[config.mk]
export PLATFORM = sky130hd
export DESIGN_NAME = mis_steer
export DESIGN_NICKNAME = d
export VERILOG_FILES = /design/src/pkg/mis_pkg.sv /design/src/logic/mis_spare_map.sv /design/src/logic/mis_steer.sv
export SDC_FILE = /design/constraint.sdc
export NUM_CORES = 1
export LEC_CHECK = 0
export BUFFER_PORTS_ARGS = -buffer_cell sky130_fd_sc_hd__buf_2
export CORE_ASPECT_RATIO = 1.5
export CORE_MARGIN = 3
export CORE_UTILIZATION = 52
export CTS_BUF_LIST = sky130_fd_sc_hd__clkbuf_2 sky130_fd_sc_hd__clkbuf_4 sky130_fd_sc_hd__clkbuf_8
export DETAILED_ROUTE_END_ITERATION = 8
export GPL_ROUTABILITY_DRIVEN = 0
export MAX_ROUTING_LAYER = met4
export PLACE_DENSITY_LB_ADDON = 0.05
export SETUP_SLACK_MARGIN = 0.02
export SYNTH_ARGS = -nofsm -noshare
export SYNTH_HDL_FRONTEND = slang
export SYNTH_SLANG_ARGS = --single-unit
export TNS_END_PERCENT = 1
[constraint.sdc]
create_clock -name clk -period 1.9 [get_ports clk]
set_input_delay 0.095 -clock clk [delete_from_list [all_inputs] [get_ports clk]]
set_output_delay 0.095 -clock clk [all_outputs]
set_load 0.01 [all_outputs]
[src/pkg/mis_pkg.sv]
// constants and carriers for the memory interleave steering block
package mis_pkg;
    localparam int ADDR_W      = 35;
    localparam int SEC_LSB     = 0;
    localparam int SUB_LSB     = 3;
    localparam int BANK_LSB    = 6;
    localparam int WORD_LSB    = 10;
    localparam int WORD_W      = 24;
    localparam int RSV_SMALL_LO = 27;
    localparam int RSV_SMALL_HI = 31;
    localparam int RSV_MID_LO   = 29;
    localparam int RSV_MID_HI   = 33;
    localparam int RSV_LARGE_LO = 30;
    localparam int RSV_LARGE_HI = 34;
    localparam int SECTIONS     = 8;
    localparam int SUBS         = 8;
    localparam int BANKS_MID    = 8;
    localparam int BANKS_LARGE  = 16;
    localparam int TOTAL_MID    = 512;
    localparam int TOTAL_LARGE  = 1024;
    localparam int SPARES       = 2;
    localparam int CHIPS_HALF   = 20;
    localparam int CHIP_W       = 5;

    typedef enum logic [1:0] {
        MIS_SMALL,
        MIS_MIDDLE,
        MIS_LARGE
    } mis_size_e;

    typedef struct packed {
        mis_size_e  size;
        logic [2:0] modules_log2;
    } mis_cfg_s;

    typedef struct packed {
        logic              valid;
        logic [ADDR_W-1:0] addr;
    } mis_req_s;

    typedef struct packed {
        logic        valid;
        logic [1:0]  stack;
        logic [2:0]  module_idx;
        logic [2:0]  section;
        logic [2:0]  subsection;
        logic [3:0]  bank;
        logic [WORD_W-1:0] word;
    } mis_route_s;

    typedef struct packed {
        logic              enable;
        logic [CHIP_W-1:0] chip;
    } mis_flaw_s;
endpackage

[src/logic/mis_spare_map.sv]
// half-stack spare chip bypass: maps logical chip to physical chip
`timescale 1ns/1ps
module mis_spare_map
(
    input  wire logic                       clk,
    input  wire logic                       rst,
    input  wire logic                       ce,
    input  wire mis_pkg::mis_flaw_s         flaw,
    input  wire logic [mis_pkg::CHIP_W-1:0] logical_chip,
    output logic [mis_pkg::CHIP_W-1:0]      physical_chip,
    output logic                            on_spare
);
    import mis_pkg::*;

    logic [CHIP_W-1:0] phys_next;
    logic              spare_next;

    // chips at or past the flaw move one step toward the spare
    always_comb
    begin
        phys_next  = logical_chip;
        spare_next = 1'b0;
        if (flaw.enable && logical_chip >= flaw.chip)
        begin
            if (logical_chip == CHIP_W'(CHIPS_HALF - 2))
                spare_next = 1'b1;
            else
                phys_next = logical_chip + CHIP_W'(1);
        end
    end

    always_ff @(posedge clk)
    begin
        if (rst)
        begin
            physical_chip <= '0;
            on_spare      <= 1'b0;
        end
        else if (ce)
        begin
            physical_chip <= phys_next;
            on_spare      <= spare_next;
        end
    end
endmodule

[src/logic/mis_steer.sv]
// address steering for sequential references over sections, subsections, banks
`timescale 1ns/1ps
module mis_steer
(
    input  wire logic                         clk,
    input  wire logic                         rst,
    input  wire logic                         ce,
    input  wire mis_pkg::mis_cfg_s            cfg,
    input  wire mis_pkg::mis_req_s            req,
    input  wire mis_pkg::mis_flaw_s           flaw_lower,
    input  wire mis_pkg::mis_flaw_s           flaw_upper,
    input  wire logic [mis_pkg::CHIP_W-1:0]   chip_sel,
    output mis_pkg::mis_route_s               route,
    output logic                              reserved_nonzero,
    output logic [mis_pkg::CHIP_W-1:0]        lower_phys_chip,
    output logic                              lower_on_spare,
    output logic [mis_pkg::CHIP_W-1:0]        upper_phys_chip,
    output logic                              upper_on_spare
);
    import mis_pkg::*;

    mis_route_s        route_next;
    logic              rsv_next;
    logic [2:0]        sec;
    logic [2:0]        sub;
    logic [3:0]        bnk;
    logic [2:0]        mod_mask;

    // reserved field of the address for a given size
    function automatic logic [ADDR_W-1:0] reserved_mask(input mis_size_e sz);
        logic [ADDR_W-1:0] m;
        m = '0;
        for (int i = 0; i < ADDR_W; i++)
        begin
            case (sz)
                MIS_SMALL:  m[i] = (i >= RSV_SMALL_LO) && (i <= RSV_SMALL_HI);
                MIS_MIDDLE: m[i] = (i >= RSV_MID_LO) && (i <= RSV_MID_HI);
                MIS_LARGE:  m[i] = (i >= RSV_LARGE_LO) && (i <= RSV_LARGE_HI);
                default:    m[i] = 1'b0;
            endcase
        end
        return m;
    endfunction

    // bits of the address that form the word index, starting above the bank field
    function automatic logic [WORD_W-1:0] word_field(input logic [ADDR_W-1:0] a,
                                                     input mis_size_e sz,
                                                     input int lsb);
        logic [WORD_W-1:0] w;
        logic [ADDR_W-1:0] keep;
        // reserved bits cleared before the cut, so they never leak into the word
        keep = a & ~reserved_mask(sz);
        w    = keep[lsb +: WORD_W];
        return w;
    endfunction

    assign sec      = req.addr[SEC_LSB +: 3];
    assign sub      = req.addr[SUB_LSB +: 3];
    assign bnk      = req.addr[BANK_LSB +: 4];
    assign mod_mask = 3'((1 << cfg.modules_log2) - 1);

    always_comb
    begin
        route_next       = '0;
        route_next.valid = req.valid;
        route_next.section = sec;
        rsv_next = |(req.addr & reserved_mask(cfg.size));
        route_next.word = word_field(req.addr, cfg.size, WORD_LSB);
        case (cfg.size)
            MIS_SMALL:
            begin
                // one stack, two whole sections per module, no subsections
                route_next.stack      = 2'd0;
                route_next.module_idx = {1'b0, sec[2:1]} & mod_mask;
                route_next.subsection = 3'd0;
                // address bits above the section field count banks
                route_next.bank = req.addr[SUB_LSB +: 4];
                route_next.word = word_field(req.addr, cfg.size, SUB_LSB + 4);
                // with two modules only four sections exist, so banks start one bit lower
                if (cfg.modules_log2 == 3'd1)
                begin
                    route_next.section = {1'b0, sec[1:0]};
                    route_next.bank    = req.addr[SUB_LSB - 1 +: 4];
                    route_next.word    = word_field(req.addr, cfg.size, SUB_LSB + 3);
                end
            end
            MIS_MIDDLE:
            begin
                // sections 2..5 live in the second stack
                route_next.stack = (sec >= 3'd2 && sec <= 3'd5) ? 2'd1 : 2'd0;
                route_next.subsection = sub;
                route_next.module_idx = sub & mod_mask;
                route_next.bank = {1'b0, bnk[2:0]};
                route_next.word = word_field(req.addr, cfg.size, BANK_LSB + 3);
            end
            MIS_LARGE:
            begin
                // pairs of sections spiral over four stacks
                route_next.stack      = sec[2:1];
                route_next.subsection = sub;
                // descending module order as subsection advances
                route_next.module_idx = (~sub) & mod_mask;
                route_next.bank       = bnk;
            end
            default:
            begin
                route_next.valid = 1'b0;
            end
        endcase
    end

    always_ff @(posedge clk)
    begin
        if (rst)
        begin
            route            <= '0;
            reserved_nonzero <= 1'b0;
        end
        else if (ce)
        begin
            route            <= route_next;
            reserved_nonzero <= rsv_next & req.valid;
        end
    end

    // one spare per half-stack; both halves use the same bypass logic, each with its own flaw input
    mis_spare_map u_lower
    (
        .clk           (clk),
        .rst           (rst),
        .ce            (ce),
        .flaw          (flaw_lower),
        .logical_chip  (chip_sel),
        .physical_chip (lower_phys_chip),
        .on_spare      (lower_on_spare)
    );

    mis_spare_map u_upper
    (
        .clk           (clk),
        .rst           (rst),
        .ce            (ce),
        .flaw          (flaw_upper),
        .logical_chip  (chip_sel),
        .physical_chip (upper_phys_chip),
        .on_spare      (upper_on_spare)
    );
    // correction lives in the processor; data passes untouched
endmodule

==> summary.txt <==
Run status
  • Status: finished, final reports clean

Finish
  • Layout cell share with drive strength beyond 1: between 30 and 40%
  • Final core occ: about two thirds
  • Antenna diodes: 0
  • Area Overhead vs Synth: 22.3%
  • Nets: approximately 560
  • Non-Filler Instances: 549

Worst setup path
  • Critical-path top delay cell: a41oi_2
  • Critical R2R Capture: route[0]$_SDFFE_PP0P_
  • R2r setup slk: around 1.1 ns
  • Worst r2r src: route[0]$_SDFFE_PP0P_
  • Worst EP arrival: between 1.5 and 2 ns
  • CP Cell Sequence: buf_2 > inv_1 > ha_1 > nor2b_1 > o21ai_1 > a41oi_2 > buf_4 > o21ai_0 > a311oi_1
  • Req. time, crit path: about 2.1 ns
  • Depth of the most critical reg-to-reg path: 2
  • Crit. Startpoint: chip_sel[0]
  • Critical path capture point type: flop
  • Critical Path Source Type: input pin
  • Crit path largest cell delay: between 0.2 and 0.3 ns
  • Setup Crit Path Kind: input pin to flop
  • Crit path max fanout: 5

Drt
  • Antenna viol nets, final: 0
  • DRC: 0
  • 1st-iter DRT viols: between 100 and 150
  • WL/cell: roughly 15 um
  • First-pass DRT Iterations: 4
  • Vias per cell: 5.76
  • Via Count: 3,163
  • Final wirelength: between 8 and 9 mm

Clock network
  • Clk buf depth: 2
  • Post-CTS Resized: 0
  • Clock latency on the worst-skew pair: ~0.30 ns
  • Clock Sinks: 53
  • CTS tree: yes
  • Reg clk slew, reported paths: approximately 0.09 ns
  • # hold bufs at CTS: 0
  • Postcts setup bufs: 0
  • H-tree Lvls: 2
  • CTS Root Buffer Type: clkbuf_8
  • Num CTS Buffers: 5

STA
  • Clock skew: 0 ns
  • Min Clock Period, post-route: around 1.4 ns
  • Max-slew headroom: about three fifths
  • Max-slew violations: 0
  • Final-report hold violation count: 0
  • RSZ-0062 raised after global routing: false
  • Fin Hold WS: between 0.02 and 0.025 ns
  • Final count of negative-setup-slack endpoints: 0
  • Slew of the pin with the lowest slew margin: 0.592 ns
  • Fin crit share: between 70% and 80%
  • Total negative slack: 0 ns
  • Fmax: between 0.7 and 0.8 GHz

Power
  • Design Power: between 2 and 2.5 mW
  • Cell Int Power: about 1.7 mW
  • Switching Share: about 31%
  • Static leakage: roughly 1.8 nW
  • Pwr Density: roughly 640 nW/um^2
  • Clk pwr share: approximately a quarter
  • Peak VDD IR: 0.420 mV
  • Psw: about 0.76 mW
  • Sequential share of power: between 40% and 50%
  • Combinational Power Share: 25.3%

Yosys
  • Synth top area share: between 30% and 40%
  • Most used DFF post-synth: dfxtp_1
  • Largest area contributor in the netlist: dfxtp_1
  • Mapped cell area: roughly 3200 sq um
  • Post-synth ARST share: 0%
  • Synth Area per Inst: between 8 and 9 sq um
  • Post-synthesis sequential area ratio: around 34%
  • Yosys warns: 0
  • Number of enable flip-flop cells after synthesis: 0
  • Synthesized instance count: roughly 370
  • Yosys reg bits: 53
  • Syn_nets: approximately 450
  • Count of cell types in the netlist: 44
  • Area contributors post-synth: dfxtp_1 (34%), mux2_2 (7.8%), ha_1 (7.5%), a22oi_1 (5.9%), a311oi_1 (5.8%)

Place
  • I/O Buffers: between 100 and 150
  • Post-DP HPWL: roughly 6.3 mm
  • Cells after DPL: about 540

Global routing
  • First-pass GRT wire length: approximately 14 mm
  • Largest net degree at the start of global routing: 52
  • Total GRT Usage: between 20% and 30%
  • Total grt overflow: 0
  • Initial antenna violation count: 0
  • Vias in the first global route: just under 3,000

Floorplan
  • Vert. Die Dim: slightly above 100 um
  • Area of the core: 5830 sq um
  • Ports: 114
  • Row count: 34
  • Die area: 7070 sq um
  • Initial core utilization: 54.3%
  • Die span in x: ~70 um

Run
  • MaxCap Viol Count: 0

Worst hold path
  • Worst Hold Endpoint: route[31]$_SDFFE_PP0P_
  • Hold Crit Depth: 3
  • Hold Path Origin: req[0]
  • Worst Hold Class: input pin to flop
-- registers in the layout, summed over array words and instances, names as in the netlist --
name	flops
u_upper.physical_chip	5
u_upper.on_spare	1
u_lower.physical_chip	5
reserved_nonzero	1
u_lower.on_spare	1
route	40
-- cell families (layout without fill, tap and decap cells) --
kind of cell	after synthesis	count (layout)	synth area share, %
simple gates	125	125	18.2
compound gates	97	97	22.3
flops	53	53	33.5
buf+inv	44	150	7.20
mux	32	32	11.0
fa+ha+maj	19	19	7.52
xor+xnor	1	1	0.277
-- metal layers --
metal,part of all wire (%),global-route usage (%)
met4,0.96,6.93
met2,51,41.5
met3,6.3,3.57
met5,0,-
met1,41,28.5
-- worst max-delay path by stage --
stage | cells after the start | end
after floorplan | 7 | u_lower.physical_chip[3]$_SDFFE_PP0P_
after global placement | 8 | u_lower.physical_chip[3]$_SDFFE_PP0P_
after detailed placement | 9 | u_upper.physical_chip[3]$_SDFFE_PP0P_
after CTS | 9 | u_upper.physical_chip[3]$_SDFFE_PP0P_
after global routing | 9 | u_upper.physical_chip[3]$_SDFFE_PP0P_
final | 9 | u_upper.physical_chip[3]$_SDFFE_PP0P_
-- stage by stage --
stage	cell area (sq um)	setup WS [ns]
finish	3870	0.510
global route	3870	0.326
CTS	3870	0.524
global placement	3780	0.264
floorplan	3160	0.374
detailed placement	3780	0.210
-- power groups by stage --
stage / clock network [mW] / registers, mW / logic, mW
after floorplan: 0 / 1.27 / 0.342
after global placement: 0 / 1.24 / 0.614
after detailed placement: 0 / 1.24 / 0.625
after CTS: 0.647 / 1.22 / 0.628
after global routing: 0.689 / 1.22 / 0.696
final: 0.631 / 1.21 / 0.624
-- worst max-delay path: cells and delay by family --
| kind | cells | cell delay, ns |
|---|---|---|
| AOI/OAI and AO/OA | 4 | 0.70 |
| adders and majority gates | 1 | 0.25 |
| buffers and inverters | 3 | 0.43 |
| and+or+nand+nor | 1 | 0.12 |
-- cell usage in the layout, fill, tap and decap left out, drive strengths merged, types with 2 or more instances in the layout --
cell type and instances:
mux2i 10, inv 16, nor3 9, nor4 2
nand3 11, and2 3, ha 19, clkinv 3
dfxtp 53, o2bb2ai 2, or3 4, o32ai 4
nand2 37, nand2b 4, o21ai 10, a211oi 4
buf 125, nor2 44, nand3b 2, a41oi 2
a311oi 22, nor2b 5, clkbuf 5, a21oi 23
a22oi 25, a31oi 2, mux2 22
-- cells in the mapped netlist, types with 4 or more instances --
master and n:
dfxtp_1 53, buf_6 4, nor3_1 9, inv_1 16
a21oi_1 23, o21ai_0 8, nand2_1 37, nand3_1 11
a22oi_1 25, nor2_1 43, nor2b_1 5, clkbuf_1 14
ha_1 19, a211oi_1 4, o32ai_1 4, mux2_2 22
a311oi_1 21, mux2i_1 10, nand2b_1 4, or3_1 4
-- layout make-up --
| type | instances | area, sq um |
|---|---|---|
| fillers | 521 | 1960 |
| multi-input cells | 274 | 1870 |
| flip-flops and latches | 53 | 1060 |
| repair buffers | 125 | 693 |
| well taps | 72 | 90.1 |
| clock buffers | 5 | 68.8 |
| inverters | 17 | 63.8 |
| clock inverters | 3 | 17.5 |
Note: power is estimated with default switching activity, not from simulation.
